==> src/vtc_pkg.sv <==
// vtc_pkg: constants and types for the vicinity tag response coder.
// assumes a single system clock domain; carrier and field pins are synchronised in the top.
package vtc_pkg;

  // carrier-cycle timing of the response, high data rate
  localparam int HALF_SUB1 = 16; // half period of the 423.75 khz subcarrier
  localparam int HALF_SUB2 = 14; // half period of the 484.28 khz subcarrier
  localparam int PAIRS_BIT_SUB1 = 8;
  localparam int PAIRS_BIT_SUB2 = 9;
  localparam int PAIRS_FRM_SUB1 = 24;
  localparam int PAIRS_FRM_SUB2 = 27;
  localparam int GAP_BIT_CYC = 256;
  localparam int GAP_FRM_CYC = 768;
  localparam int PAIRS_GAP_BIT = GAP_BIT_CYC / (2 * HALF_SUB1);
  localparam int PAIRS_GAP_FRM = GAP_FRM_CYC / (2 * HALF_SUB1);
  localparam int LOW_RATE_MUL = 4;

  // request eof to response sof, in carrier cycles
  localparam int T1_MIN_CYC = 4320;
  localparam int T1_NOM_CYC = 4352;
  localparam int T1_MAX_CYC = 4384;

  // crc-16, reflected form, preset all ones, sent inverted
  localparam logic [15:0] CRC_PRESET = 16'hffff;
  localparam logic [15:0] CRC_POLY_REFL = 16'h8408;

  // network command codes
  localparam logic [7:0] CMD_STAY_QUIET = 8'h02;
  localparam logic [7:0] CMD_SELECT = 8'h25;
  localparam logic [7:0] CMD_RESET_READY = 8'h26;

  // register map (byte addresses)
  localparam logic [7:0] REG_CTRL = 8'h00;
  localparam logic [7:0] REG_STATUS = 8'h04;
  localparam logic [7:0] REG_TXDATA = 8'h08; // first word of the tx byte buffer
  localparam logic [31:0] CTRL_RST = 32'h0000_0001;
  localparam int CTRL_EN_BIT = 0;
  localparam int CTRL_LEN_LSB = 8;
  localparam int STAT_BUSY_BIT = 2;
  localparam int STAT_RESP_BIT = 3;

  localparam logic [1:0] AXI_OKAY = 2'h0;
  localparam logic [1:0] AXI_SLVERR = 2'h2;

  typedef enum logic [1:0] {TAG_OFF, TAG_READY, TAG_QUIET, TAG_SELECTED} vtc_tag_state_t;
  typedef enum logic [2:0] {SYM_ZERO, SYM_ONE, SYM_SOF, SYM_EOF} vtc_sym_t;
  typedef enum logic [2:0] {TX_IDLE, TX_WAIT, TX_SOF, TX_SOF1, TX_DATA, TX_EOF0, TX_EOF}
    vtc_tx_phase_t;

  // decoded request, one-cycle valid from the command parser
  typedef struct packed {
    logic valid;
    logic sub2;       // two subcarriers requested
    logic high_rate;  // high data rate requested
    logic uid_flag;
    logic sel_flag;
    logic uid_match;  // uid field present and equal to our uid
    logic [7:0] cmd;
  } vtc_req_t;

  // one segment of a symbol: pairs of on/off halves, or silent pairs
  typedef struct packed {
    logic [4:0] pairs;
    logic [6:0] half;
    logic act;
  } vtc_seg_t;

endpackage : vtc_pkg

==> src/vtc_coder.sv <==
// vtc_coder: tag state keeping, response decision and response frame encoder.
// assumes the parser delivers one vtc_req_t pulse at each request eof, on clk_sys;
// carrier, field and pause pins are asynchronous and pass two flip-flops here.
//
// Our own choices: register access over AXI4-Lite and the address map.
module vtc_coder
  import vtc_pkg::*;
#(
  parameter int T1_CYC = T1_NOM_CYC,
  parameter int TXBUF_BYTES = 8,
  parameter int ADDR_W = 8
) (
  // clock and reset
  input wire logic clk_sys,
  input wire logic rst,
  // rf front end pins
  input wire logic carrier_clk,
  input wire logic field_on,
  input wire logic pause_det,
  output logic mod_q,
  output logic sc_high_q,
  // decoded request from the parser
  input wire vtc_req_t req,
  output logic resp_go_q,
  output logic tx_busy_q,
  output vtc_tag_state_t tag_state_q,
  // axi4-lite register slave
  input wire logic [ADDR_W-1:0] s_axi_awaddr,
  input wire logic s_axi_awvalid,
  output logic s_axi_awready,
  input wire logic [31:0] s_axi_wdata,
  input wire logic [3:0] s_axi_wstrb,
  input wire logic s_axi_wvalid,
  output logic s_axi_wready,
  output logic [1:0] s_axi_bresp,
  output logic s_axi_bvalid,
  input wire logic s_axi_bready,
  input wire logic [ADDR_W-1:0] s_axi_araddr,
  input wire logic s_axi_arvalid,
  output logic s_axi_arready,
  output logic [31:0] s_axi_rdata,
  output logic [1:0] s_axi_rresp,
  output logic s_axi_rvalid,
  input wire logic s_axi_rready
);

  localparam int TXW = TXBUF_BYTES / 4;
  localparam int BI_W = $clog2(TXBUF_BYTES + 3);

  // segment table, low rate stretches each half by four
  function automatic vtc_seg_t seg_get(vtc_sym_t s, logic sub2, logic low, logic idx);
    vtc_seg_t r;
    logic [6:0] h16;
    logic [6:0] h14;
    h16 = low ? 7'(HALF_SUB1 * LOW_RATE_MUL) : 7'(HALF_SUB1);
    h14 = low ? 7'(HALF_SUB2 * LOW_RATE_MUL) : 7'(HALF_SUB2);
    r = '{pairs: 5'(PAIRS_BIT_SUB1), half: h16, act: 1'b1};
    case (s)
      SYM_ZERO:
      begin
        if (sub2)
          r = idx ? '{5'(PAIRS_BIT_SUB2), h14, 1'b1} : '{5'(PAIRS_BIT_SUB1), h16, 1'b1};
        else
          r = idx ? '{5'(PAIRS_GAP_BIT), h16, 1'b0} : '{5'(PAIRS_BIT_SUB1), h16, 1'b1};
      end
      SYM_ONE:
      begin
        if (sub2)
          r = idx ? '{5'(PAIRS_BIT_SUB1), h16, 1'b1} : '{5'(PAIRS_BIT_SUB2), h14, 1'b1};
        else
          r = idx ? '{5'(PAIRS_BIT_SUB1), h16, 1'b1} : '{5'(PAIRS_GAP_BIT), h16, 1'b0};
      end
      SYM_SOF:
      begin
        if (sub2)
          r = idx ? '{5'(PAIRS_FRM_SUB1), h16, 1'b1} : '{5'(PAIRS_FRM_SUB2), h14, 1'b1};
        else
          r = idx ? '{5'(PAIRS_FRM_SUB1), h16, 1'b1} : '{5'(PAIRS_GAP_FRM), h16, 1'b0};
      end
      SYM_EOF:
      begin
        if (sub2)
          r = idx ? '{5'(PAIRS_FRM_SUB2), h14, 1'b1} : '{5'(PAIRS_FRM_SUB1), h16, 1'b1};
        else
          r = idx ? '{5'(PAIRS_GAP_FRM), h16, 1'b0} : '{5'(PAIRS_FRM_SUB1), h16, 1'b1};
      end
      default: r = '{5'(PAIRS_BIT_SUB1), h16, 1'b1};
    endcase
    return r;
  endfunction

  // one bit of the reflected crc-16
  function automatic logic [15:0] crc_step(logic [15:0] c, logic b);
    logic fb;
    fb = c[0] ^ b;
    return fb ? ((c >> 1) ^ CRC_POLY_REFL) : (c >> 1);
  endfunction

  // pin synchronisers; stage one feeds only stage two
  logic car_s1_q, car_s2_q, car_s3_q;
  logic fld_s1_q, fld_s2_q;
  logic pau_s1_q, pau_s2_q, pau_s3_q;
  logic car_tick;
  logic pause_edge;

  always_ff @(posedge clk_sys or posedge rst)
  begin
    if (rst)
    begin
      {car_s1_q, car_s2_q, car_s3_q} <= 3'h0;
      {fld_s1_q, fld_s2_q} <= 2'h0;
      {pau_s1_q, pau_s2_q, pau_s3_q} <= 3'h0;
    end
    else
    begin
      {car_s1_q, car_s2_q, car_s3_q} <= {carrier_clk, car_s1_q, car_s2_q};
      {fld_s1_q, fld_s2_q} <= {field_on, fld_s1_q};
      {pau_s1_q, pau_s2_q, pau_s3_q} <= {pause_det, pau_s1_q, pau_s2_q};
    end
  end

  // every carrier rising edge is one counting step
  assign car_tick = car_s2_q & ~car_s3_q;
  assign pause_edge = pau_s2_q & ~pau_s3_q;

  // register file
  logic [31:0] ctrl_q;
  logic [7:0] txbuf_q [TXBUF_BYTES];
  logic last_resp_q;

  // address mode decode
  logic m_nonaddr, m_addr, m_sel, processed, respond;
  logic is_quiet_cmd, is_sel_cmd, is_rtr_cmd;

  assign m_nonaddr = ~req.uid_flag & ~req.sel_flag;
  assign m_addr = req.uid_flag & ~req.sel_flag & req.uid_match;
  assign m_sel = ~req.uid_flag & req.sel_flag;
  assign is_quiet_cmd = req.cmd == CMD_STAY_QUIET;
  assign is_sel_cmd = req.cmd == CMD_SELECT;
  assign is_rtr_cmd = req.cmd == CMD_RESET_READY;

  // which requests this state handles at all
  always_comb
  begin
    case (tag_state_q)
      TAG_READY: processed = m_nonaddr | m_addr;
      TAG_QUIET: processed = m_addr;
      TAG_SELECTED: processed = m_nonaddr | m_addr | m_sel;
      default: processed = 1'b0;
    endcase
  end

  // a foreign select is not answered, stay quiet never is
  assign respond = req.valid & fld_s2_q & processed & ~is_quiet_cmd
    & ~(is_sel_cmd & ~m_addr);

  // tag state machine
  always_ff @(posedge clk_sys or posedge rst)
  begin
    if (rst)
      tag_state_q <= TAG_OFF;
    else if (!fld_s2_q)
      tag_state_q <= TAG_OFF;
    else
    begin
      case (tag_state_q)
        TAG_OFF: tag_state_q <= TAG_READY;
        TAG_READY:
        begin
          if (req.valid && m_addr && is_quiet_cmd)
            tag_state_q <= TAG_QUIET;
          else if (req.valid && m_addr && is_sel_cmd)
            tag_state_q <= TAG_SELECTED;
        end
        TAG_QUIET:
        begin
          if (req.valid && (m_nonaddr || m_addr) && is_rtr_cmd)
            tag_state_q <= TAG_READY;
          else if (req.valid && m_addr && is_sel_cmd)
            tag_state_q <= TAG_SELECTED;
        end
        TAG_SELECTED:
        begin
          if (req.valid && (m_nonaddr || m_addr) && is_rtr_cmd)
            tag_state_q <= TAG_READY;
          else if (req.valid && m_addr && is_quiet_cmd)
            tag_state_q <= TAG_QUIET;
          else if (req.valid && is_sel_cmd && req.uid_flag && !req.uid_match)
            tag_state_q <= TAG_READY;
        end
        default: tag_state_q <= TAG_OFF;
      endcase
    end
  end

  // transmit engine state
  vtc_tx_phase_t ph_q;
  logic sub2_q, low_q;
  logic [12:0] t1_q;
  logic idx_q, hlf_q;
  logic [4:0] pr_q;
  logic [6:0] cyc_q;
  logic [BI_W-1:0] byte_q;
  logic [2:0] bit_q;
  logic [15:0] crc_q;
  logic [BI_W-1:0] len;
  logic cur_bit, sym_done, data_last;
  vtc_sym_t cur_sym;
  vtc_seg_t seg;

  assign len = (ctrl_q[CTRL_LEN_LSB +: 4] > 4'(TXBUF_BYTES)) ? BI_W'(TXBUF_BYTES)
    : BI_W'(ctrl_q[CTRL_LEN_LSB +: 4]);

  // payload bits, then the inverted crc, low bit first
  always_comb
  begin
    if (byte_q < len)
      cur_bit = txbuf_q[byte_q[$clog2(TXBUF_BYTES)-1:0]][bit_q];
    else if (byte_q == len)
      cur_bit = ~crc_q[bit_q];
    else
      cur_bit = ~crc_q[{1'b1, bit_q}];
  end

  always_comb
  begin
    case (ph_q)
      TX_SOF: cur_sym = SYM_SOF;
      TX_SOF1: cur_sym = SYM_ONE;
      TX_DATA: cur_sym = cur_bit ? SYM_ONE : SYM_ZERO;
      TX_EOF0: cur_sym = SYM_ZERO;
      TX_EOF: cur_sym = SYM_EOF;
      default: cur_sym = SYM_ZERO;
    endcase
  end

  assign seg = seg_get(cur_sym, sub2_q, low_q, idx_q);
  assign sym_done = car_tick && cyc_q == seg.half - 7'h1 && hlf_q
    && pr_q == seg.pairs - 5'h1 && idx_q;
  assign data_last = byte_q == len + BI_W'(1) && bit_q == 3'h7;

  // phase sequencing, t1 wait restarts on a full-depth pause
  always_ff @(posedge clk_sys or posedge rst)
  begin
    if (rst)
    begin
      ph_q <= TX_IDLE;
      t1_q <= 13'h0;
      sub2_q <= 1'b0;
      low_q <= 1'b0;
    end
    else if (!fld_s2_q)
      ph_q <= TX_IDLE;
    else
    begin
      case (ph_q)
        TX_IDLE:
        begin
          if (respond && ctrl_q[CTRL_EN_BIT])
          begin
            ph_q <= TX_WAIT;
            t1_q <= 13'h0;
            sub2_q <= req.sub2;
            low_q <= ~req.high_rate;
          end
        end
        TX_WAIT:
        begin
          if (pause_edge)
            t1_q <= 13'h0;
          else if (car_tick && t1_q == 13'(T1_CYC - 1))
            ph_q <= TX_SOF;
          else if (car_tick)
            t1_q <= t1_q + 13'h1;
        end
        TX_SOF: if (sym_done) ph_q <= TX_SOF1;
        TX_SOF1: if (sym_done) ph_q <= TX_DATA;
        TX_DATA: if (sym_done && data_last) ph_q <= TX_EOF0;
        TX_EOF0: if (sym_done) ph_q <= TX_EOF;
        TX_EOF: if (sym_done) ph_q <= TX_IDLE;
        default: ph_q <= TX_IDLE;
      endcase
    end
  end

  // half, pair and segment counters run on carrier ticks
  always_ff @(posedge clk_sys or posedge rst)
  begin
    if (rst)
    begin
      cyc_q <= 7'h0;
      hlf_q <= 1'b0;
      pr_q <= 5'h0;
      idx_q <= 1'b0;
    end
    else if (ph_q == TX_IDLE || ph_q == TX_WAIT)
    begin
      cyc_q <= 7'h0;
      hlf_q <= 1'b0;
      pr_q <= 5'h0;
      idx_q <= 1'b0;
    end
    else if (car_tick)
    begin
      if (cyc_q != seg.half - 7'h1)
        cyc_q <= cyc_q + 7'h1;
      else
      begin
        cyc_q <= 7'h0;
        hlf_q <= ~hlf_q;
        if (hlf_q)
        begin
          if (pr_q != seg.pairs - 5'h1)
            pr_q <= pr_q + 5'h1;
          else
          begin
            pr_q <= 5'h0;
            idx_q <= ~idx_q;
          end
        end
      end
    end
  end

  // bit pointer and running crc over the payload
  always_ff @(posedge clk_sys or posedge rst)
  begin
    if (rst)
    begin
      byte_q <= '0;
      bit_q <= 3'h0;
      crc_q <= CRC_PRESET;
    end
    else if (ph_q == TX_IDLE)
    begin
      byte_q <= '0;
      bit_q <= 3'h0;
      crc_q <= CRC_PRESET;
    end
    else if (ph_q == TX_DATA && sym_done)
    begin
      bit_q <= bit_q + 3'h1;
      if (bit_q == 3'h7)
        byte_q <= byte_q + BI_W'(1);
      if (byte_q < len)
        crc_q <= crc_step(crc_q, cur_bit);
    end
  end

  // pin outputs; silent whenever no frame symbol is on air
  always_ff @(posedge clk_sys or posedge rst)
  begin
    if (rst)
    begin
      mod_q <= 1'b0;
      sc_high_q <= 1'b0;
      tx_busy_q <= 1'b0;
      resp_go_q <= 1'b0;
      last_resp_q <= 1'b0;
    end
    else
    begin
      mod_q <= ph_q inside {TX_SOF, TX_SOF1, TX_DATA, TX_EOF0, TX_EOF}
        && seg.act && !hlf_q;
      sc_high_q <= ph_q inside {TX_SOF, TX_SOF1, TX_DATA, TX_EOF0, TX_EOF}
        && sub2_q && seg.half == (low_q ? 7'(HALF_SUB2 * LOW_RATE_MUL) : 7'(HALF_SUB2));
      tx_busy_q <= ph_q != TX_IDLE;
      resp_go_q <= respond;
      if (req.valid)
        last_resp_q <= respond;
    end
  end

  // axi4-lite write: address and data taken in either order
  logic aw_q, w_q;
  logic [ADDR_W-1:0] awaddr_q;
  logic [31:0] wdata_q;
  logic [3:0] wstrb_q;
  logic wr_hit;

  assign s_axi_awready = ~aw_q & ~s_axi_bvalid;
  assign s_axi_wready = ~w_q & ~s_axi_bvalid;

  always_comb
  begin
    wr_hit = awaddr_q == ADDR_W'(REG_CTRL);
    for (int k = 0; k < TXW; k++)
      if (awaddr_q == ADDR_W'(REG_TXDATA + 4 * k))
        wr_hit = 1'b1;
  end

  always_ff @(posedge clk_sys or posedge rst)
  begin
    if (rst)
    begin
      aw_q <= 1'b0;
      w_q <= 1'b0;
      awaddr_q <= '0;
      wdata_q <= 32'h0;
      wstrb_q <= 4'h0;
      s_axi_bvalid <= 1'b0;
      s_axi_bresp <= AXI_OKAY;
    end
    else
    begin
      if (s_axi_awvalid && s_axi_awready)
      begin
        aw_q <= 1'b1;
        awaddr_q <= s_axi_awaddr;
      end
      if (s_axi_wvalid && s_axi_wready)
      begin
        w_q <= 1'b1;
        wdata_q <= s_axi_wdata;
        wstrb_q <= s_axi_wstrb;
      end
      if (aw_q && w_q && !s_axi_bvalid)
      begin
        aw_q <= 1'b0;
        w_q <= 1'b0;
        s_axi_bvalid <= 1'b1;
        s_axi_bresp <= wr_hit ? AXI_OKAY : AXI_SLVERR;
      end
      else if (s_axi_bvalid && s_axi_bready)
        s_axi_bvalid <= 1'b0;
    end
  end

  // register storage, byte strobes honoured
  always_ff @(posedge clk_sys or posedge rst)
  begin
    if (rst)
    begin
      ctrl_q <= CTRL_RST;
      for (int i = 0; i < TXBUF_BYTES; i++)
        txbuf_q[i] <= 8'h00;
    end
    else if (aw_q && w_q && !s_axi_bvalid)
    begin
      for (int b = 0; b < 4; b++)
      begin
        if (wstrb_q[b] && awaddr_q == ADDR_W'(REG_CTRL))
          ctrl_q[8*b +: 8] <= wdata_q[8*b +: 8];
        for (int k = 0; k < TXW; k++)
          if (wstrb_q[b] && awaddr_q == ADDR_W'(REG_TXDATA + 4 * k))
            txbuf_q[4*k + b] <= wdata_q[8*b +: 8];
      end
    end
  end

  // axi4-lite read, answered one edge after the address is taken
  logic [31:0] rd_mux;
  logic rd_hit;

  always_comb
  begin
    rd_mux = 32'h0;
    rd_hit = 1'b1;
    if (s_axi_araddr == ADDR_W'(REG_CTRL))
      rd_mux = ctrl_q;
    else if (s_axi_araddr == ADDR_W'(REG_STATUS))
      rd_mux = {28'h0, last_resp_q, tx_busy_q, tag_state_q};
    else
    begin
      rd_hit = 1'b0;
      for (int k = 0; k < TXW; k++)
        if (s_axi_araddr == ADDR_W'(REG_TXDATA + 4 * k))
        begin
          rd_hit = 1'b1;
          rd_mux = {txbuf_q[4*k+3], txbuf_q[4*k+2], txbuf_q[4*k+1], txbuf_q[4*k]};
        end
    end
  end

  assign s_axi_arready = ~s_axi_rvalid;

  always_ff @(posedge clk_sys or posedge rst)
  begin
    if (rst)
    begin
      s_axi_rvalid <= 1'b0;
      s_axi_rdata <= 32'h0;
      s_axi_rresp <= AXI_OKAY;
    end
    else if (s_axi_arvalid && s_axi_arready)
    begin
      s_axi_rvalid <= 1'b1;
      s_axi_rdata <= rd_mux;
      s_axi_rresp <= rd_hit ? AXI_OKAY : AXI_SLVERR;
    end
    else if (s_axi_rvalid && s_axi_rready)
      s_axi_rvalid <= 1'b0;
  end

endmodule // vtc_coder

==> config.mk <==
export PLATFORM = sky130hd
export DESIGN_NAME = vtc_coder
export DESIGN_NICKNAME = d
export VERILOG_FILES = /design/src/vtc_pkg.sv /design/src/vtc_coder.sv
export SDC_FILE = /design/constraint.sdc
export NUM_CORES = 1
export LEC_CHECK = 0
export ABC_CLOCK_PERIOD_IN_PS = 19400
export BUFFER_PORTS_ARGS = -buffer_cell sky130_fd_sc_hd__buf_4
export CORE_MARGIN = 2
export CORE_UTILIZATION = 61
export DETAILED_ROUTE_END_ITERATION = 6
export GPL_TIMING_DRIVEN = 0
export PLACE_DENSITY = 0.92
export SLEW_MARGIN = 10
export SYNTH_ARGS = -nofsm -noshare
export SYNTH_HDL_FRONTEND = slang
export SYNTH_SLANG_ARGS = --single-unit
==> constraint.sdc <==
create_clock -name clk_sys -period 19.4 [get_ports clk_sys]
set_clock_uncertainty 0.15 [all_clocks]
set_input_delay 3.88 -clock clk_sys [delete_from_list [all_inputs] [get_ports clk_sys]]
set_output_delay 3.88 -clock clk_sys [all_outputs]
set_load 0.05 [all_outputs]
Word-level counts from Yosys, hierarchy flattened. Cells that the tools add are included.

Memory bits (read-only): 0. RAM bits: 0. Flip-flop bits (word level): 250. Output and inout bits: 47. Input bits: 76. Memories: 0. Word-level logic and storage cells: 318. Bits in latches: 0.

Reduce and logical (&&, ||, !) cells: 82. Equality and inequality tests: 43. Multiplexer cells: 98. Shift operators: 0. Div/mod/pow operators: 0. Bitwise operators: 34. Order comparisons: 6. $add $sub $neg: 8. Multipliers: 0.

Operator list (count): 32-bit two-way mux (4); 16-bit two-way mux (4); 13-bit two-way mux (4); 13-bit case mux with 4 select lines (1); 1-bit logical AND (40); 10-bit two-way mux (4); 9-bit two-way mux (4); 3-bit two-way mux (11); 8-bit by 4-bit == test with 1-bit output (second input constant) (4); 1-bit two-way mux (32); 3-bit != test (second input constant) (10); 2-bit AND reduction (15); 7-bit two-way mux (4); 13-bit case mux with 2 select lines (1); 5-bit two-way mux (5); 8-bit binary-select mux with 3-bit select (1); 3-bit case mux with 7 select lines (1); 2-bit nonzero test (10); 2-bit two-way mux (9); 8-bit by 6-bit == test with 1-bit output (second input constant) (2); 8-bit logical NOT (2); 4-bit two-way mux (4); 8-bit two-way mux (2); 1-bit inverter (16); 48 further kinds (81).

Longest topological paths before layout.
Depth in word-level cells: 21. Depth in mapped cells: 23. Mapped depth without buffers: 20.

Worst setup path after synthesis. OpenSTA, ideal clock, no wires.

Path kind: input-to-reg. Start point: input req[3] (netlist name). End point: register ph_q[2]. Cell stages on the path: 12. Path buffers: 0. Data arrival time: 5.564 ns. Setup time: 0.129 ns. Path slack: 13.557 ns. Data required time: 19.121 ns. Cell sequence: nor4_1 and3_1 nand3b_1 o2111ai_1 a21oi_1 nand2_1 nor2_1 a41oi_1 nor3_1 a31o_2 o21ai_0 o41ai_1.

Word-level cells in the longest chain between the ends: 7. Elaborated cells between the ends (all ways): 10. Classes of those cells: eq/ne (3); bitwise (5); reduce/logical (2).

RTL lines: from (decl) (RTL line vtc_coder.sv:23) `input wire vtc_req_t req,`; 8-bit by 2-bit == test with 1-bit output or 8-bit by 6-bit == test with 1-bit output (tied branches) (RTL line vtc_coder.sv:138, vtc_coder.sv:139); 1-bit inverter or 1-bit bitwise AND (tied branches) (RTL line vtc_coder.sv:154, vtc_coder.sv:155); 1-bit bitwise AND or 1-bit inverter (tied branches) (RTL line vtc_coder.sv:154, vtc_coder.sv:155); 1-bit bitwise AND (*) (RTL line vtc_coder.sv:155) `& ~(is_sel_cmd & ~m_addr);`; named net respond (RTL line vtc_coder.sv:132) `logic m_nonaddr, m_addr, m_sel, processed, respond;`; 1-bit logical AND (*) (RTL line vtc_coder.sv:259) `if (respond && ctrl_q[CTRL_EN_BIT])`; 3-bit != test (no source line) (*); 8-bit AND reduction (no source line) (*); to (signal assigned) (RTL line vtc_coder.sv:261) `ph_q <= TX_WAIT;`; to (signal assigned) (RTL line vtc_coder.sv:272) `ph_q <= TX_SOF;`; to (signal assigned) (RTL line vtc_coder.sv:276) `TX_SOF: if (sym_done) ph_q <= TX_SOF1;`; to (decl) (RTL line vtc_coder.sv:197) `vtc_tx_phase_t ph_q;`.

The timed path passes the listed nets; every way through them passes the cells marked *. A chain may end at the register's enable or synchronous reset.

Worst setup path after layout.
Start point: input req[3] (netlist name). End point: register t1_q[11].

Word-level cells in the longest chain between the ends: 7. Elaborated cells between the ends (all ways): 10. Classes of those cells: eq/ne (3); bitwise (5); reduce/logical (2).

RTL lines: 8-bit by 2-bit == test with 1-bit output or 8-bit by 6-bit == test with 1-bit output (tied branches) (RTL line vtc_coder.sv:138, vtc_coder.sv:139); 1-bit inverter or 1-bit bitwise AND (tied branches) (RTL line vtc_coder.sv:154, vtc_coder.sv:155); 1-bit bitwise AND or 1-bit inverter (tied branches) (RTL line vtc_coder.sv:154, vtc_coder.sv:155); 1-bit bitwise AND (*) (RTL line vtc_coder.sv:155); named net respond (RTL line vtc_coder.sv:132); 1-bit logical AND (*) (RTL line vtc_coder.sv:259); 2-bit != test (no source line) (*); 5-bit AND reduction (no source line) (*); to (signal assigned) (RTL line vtc_coder.sv:274) `t1_q <= t1_q + 13'h1;`; to (decl) (RTL line vtc_coder.sv:199) `logic [12:0] t1_q;`.

Marked as above.

==> flow_summary.ini <==
[cts]
cts_sinks = 248
cts_hold_buf = 0
post_cts_buffers = 0
post_cts_resized = 0
cts_tree = yes
clock-root-buffer = clkbuf_16
clk_pin_slew_ns = 0.06
insertion_delay_ns = 0.54
htreeDepth = 1
cts.path.max_buffers = 3
numCtsBuffers = 25

[power]
leakagePower_nw = 6.66
ir_worst_vdd_uv = 102
p_per_area_nw_per_um2 = 101

[floorplan]
rows = 51
dieArea_um2 = 21300
core_um2 = 19700
fp.dieH_um = 146
die-width_um = 146
io_pins = 123
start_util_pct = 62.7

[timing]
worst_pin_slew_ns = 0.954
post-route-period-util_pct = 31.7
max_freq_mhz = 163
timing.setup.tns_ns = 0
drv_slew = 0
setup_viol_count_final = 0
fin_crit_ns = 6.15
finalWorstSetupSlack_ns = 13.25
timing.final.hold_violations = 0
rsz0062_at_grt = no
slew_headroom_pct = 35.9

[cells_and_area]
most-common-layout-cells = dfrtp_1 (231), mux2_2 (144), buf_4 (123)
fin_nets = 1326
area_growth_pct = 16.9
drive_gt1_share_pct = 28.7
n_fill_cell = 1285
insertedDiodeCount = 0
final_common_cell = dfrtp_1
final_area_um2 = 14400
regArea_um2 = 6230
multi_input_area_um2 = 5790

[min_path]
hold_start = car_s1_q$_DFF_PP0_
hold_path_class = reg2reg
whs_path_depth = 0
worst_hold_path.endpoint = car_s2_q$_DFF_PP0_

[critical_path]
r2r-start = byte_q[0]$_DFFE_PP0P_
end_kind = flop
reg2reg_to = byte_q[3]$_DFFE_PP0P_
crit_fanout = 10
arrival_ns = 6.45
startpoint_type = input port
crit_required_ns = 19.70
ff2ff_setup_slack_ns = 13.74
path_class = in2reg
r2r_cells = 21

[place]
portBuffers = 118
dpl_cell_area_um2 = 13600
hpwl_um = 22200
pre_cts_ws_ns = 12.76
gp_congestion = 0.914

[grt]
track_usage_pct = 30.3
grt_max_degree = 113
grt_remaining_overflow = 0
grt_pass1_vias = 9942
antenna_found_initial = 0
grt_pass1_wl_um = 52000

[logic_synthesis]
syn-instance-count = 1081
avgSynthCellArea_um2 = 11.4
yosysWarnings = 0
ys_types = 76
synthFlopType = dfrtp_1
synth-seq-cells = 248
async_reset_ff_share_pct = 100
mappedNetlistArea_um2 = 12300
yosysSeqAreaShare_pct = 50.6
synth_edf_count = 0

[outcome]
run_status = finished, final reports clean

[drt]
vias_per_cell = 6.35
vias = 9601
drtPass1Iterations = 6
routed_wirelength_um = 32100
drt_iter0_drc = 828
drc = 0
final_antenna_net_count = 0
avgRoutedWirePerCell_um = 21.2

[job]
cap_viol_max_count = 0
==> metal layers <==
metal	track usage (%)	vias to the layer above	routed length, µm
met2	51.0	515	15800
li1	-	4196	-
met3	4.38	154	2080
met1	38.2	4736	12300
met5	0	-	0
met4	16.5	0	1870
==> cells in the mapped netlist (all sizes together) (5+ instances only) <==
library cell / number / share of area, %
nand3b: 5 / 0.30
a21o: 5 / 0.30
dfrtp: 231 / 47
nor3: 10 / 0.45
mux4: 16 / 3.0
dfstp: 17 / 3.6
o21a: 5 / 0.30
o21ai: 70 / 2.8
nand2: 93 / 2.8
nor2b: 12 / 0.61
nand2b: 10 / 0.51
nand3: 29 / 1.2
nand4: 11 / 0.56
xor2: 7 / 0.50
o211ai: 5 / 0.30
nor4: 6 / 0.43
a31oi: 10 / 0.63
and3: 14 / 0.71
mux2: 144 / 13
and2: 5 / 0.25
clkbuf: 32 / 0.98
a22oi: 5 / 0.42
inv: 24 / 0.73
or3: 5 / 0.25
xnor2: 22 / 1.6
nor2: 91 / 2.8
mux2i: 65 / 5.3
buf: 17 / 0.79
a21oi: 42 / 1.7
ha: 21 / 2.1
==> worst max path at each step <==
stage	slack [ns]	start	to	cells past startpoint
after global routing	13.08	req[7]	t1_q[11]$_DFFE_PP0P_	11
final	13.25	req[3]	t1_q[11]$_DFFE_PP0P_	11
after floorplan	8.58	rst	aw_q$_DFFE_PP0P_	1
after detailed placement	12.76	req[3]	t1_q[11]$_DFFE_PP0P_	11
after global placement	6.22	rst	s_axi_rdata[22]$_DFFE_PP0P_	2
after CTS	13.28	req[3]	t1_q[11]$_DFFE_PP0P_	11
==> state kept, by name, summed over array words and instances (netlist names), 2 cells and up <==
| signal | cells |
|---|---|
| t1_q | 13 |
| pr_q | 5 |
| tag_state_q | 2 |
| crc_q | 16 |
| wstrb_q | 4 |
| byte_q | 4 |
| ph_q | 3 |
| s_axi_rdata | 32 |
| awaddr_q | 8 |
| ctrl_q | 32 |
| wdata_q | 32 |
| bit_q | 3 |
| cyc_q | 7 |
| txbuf_q | 64 |
==> area by class of cell <==
class | instances | share of cell area [%]
buffer | 49 | 1.51
clock buffer | 39 | 5.06
clock inverter | 5 | 0.452
inverter | 24 | 0.678
multi-input combinational | 761 | 40.2
sequential | 248 | 43.3
tap | 265 | 2.30
timing repair buffer | 120 | 6.54
==> critical path: stages <==
cell       delay [ns]
buf_4            0.08
nor4_1           0.05
and3_1           0.19
nand3b_1         0.20
o2111ai_1        0.18
a21oi_1          0.32
nand2_1          0.18
a211o_1          0.40
nor2_1           0.54
nand4_1          0.20
o21ai_0          0.22
==> per-stage QoR <==
stage	utilization [%]	std cells	hold WS (ns)	power [mW]
after CTS	73.2	1511	0.211	1.46
after global routing	73.2	1511	0.223	1.51
after global placement	68.9	1465	0.186	0.956
after floorplan	-	1082	0.181	0.875
after detailed placement	69.2	1467	0.192	0.979
final	73.2	1511	0.207	1.46
==> cells by family (layout without fill, tap and decap cells) <==
logic type | count (synthesis) | count (layout) | synth area share [%]
mux | 225 | 225 | 21.4
buf+inv | 73 | 237 | 2.50
flops | 248 | 248 | 50.6
other cells | 1 | 2 | 0.0304
xor+xnor | 30 | 30 | 2.24
compound gates | 182 | 182 | 9.57
fa+ha+maj | 21 | 21 | 2.13
simple gates | 301 | 301 | 11.6
==> power by group <==
group	switching (mW)	internal [mW]	total (mW)
logic	0.153	0.136	0.289
clock network	0.203	0.272	0.475
registers	0.0894	0.604	0.694
total	0.446	1.01	1.46
Power figures use the tool's default switching activity.
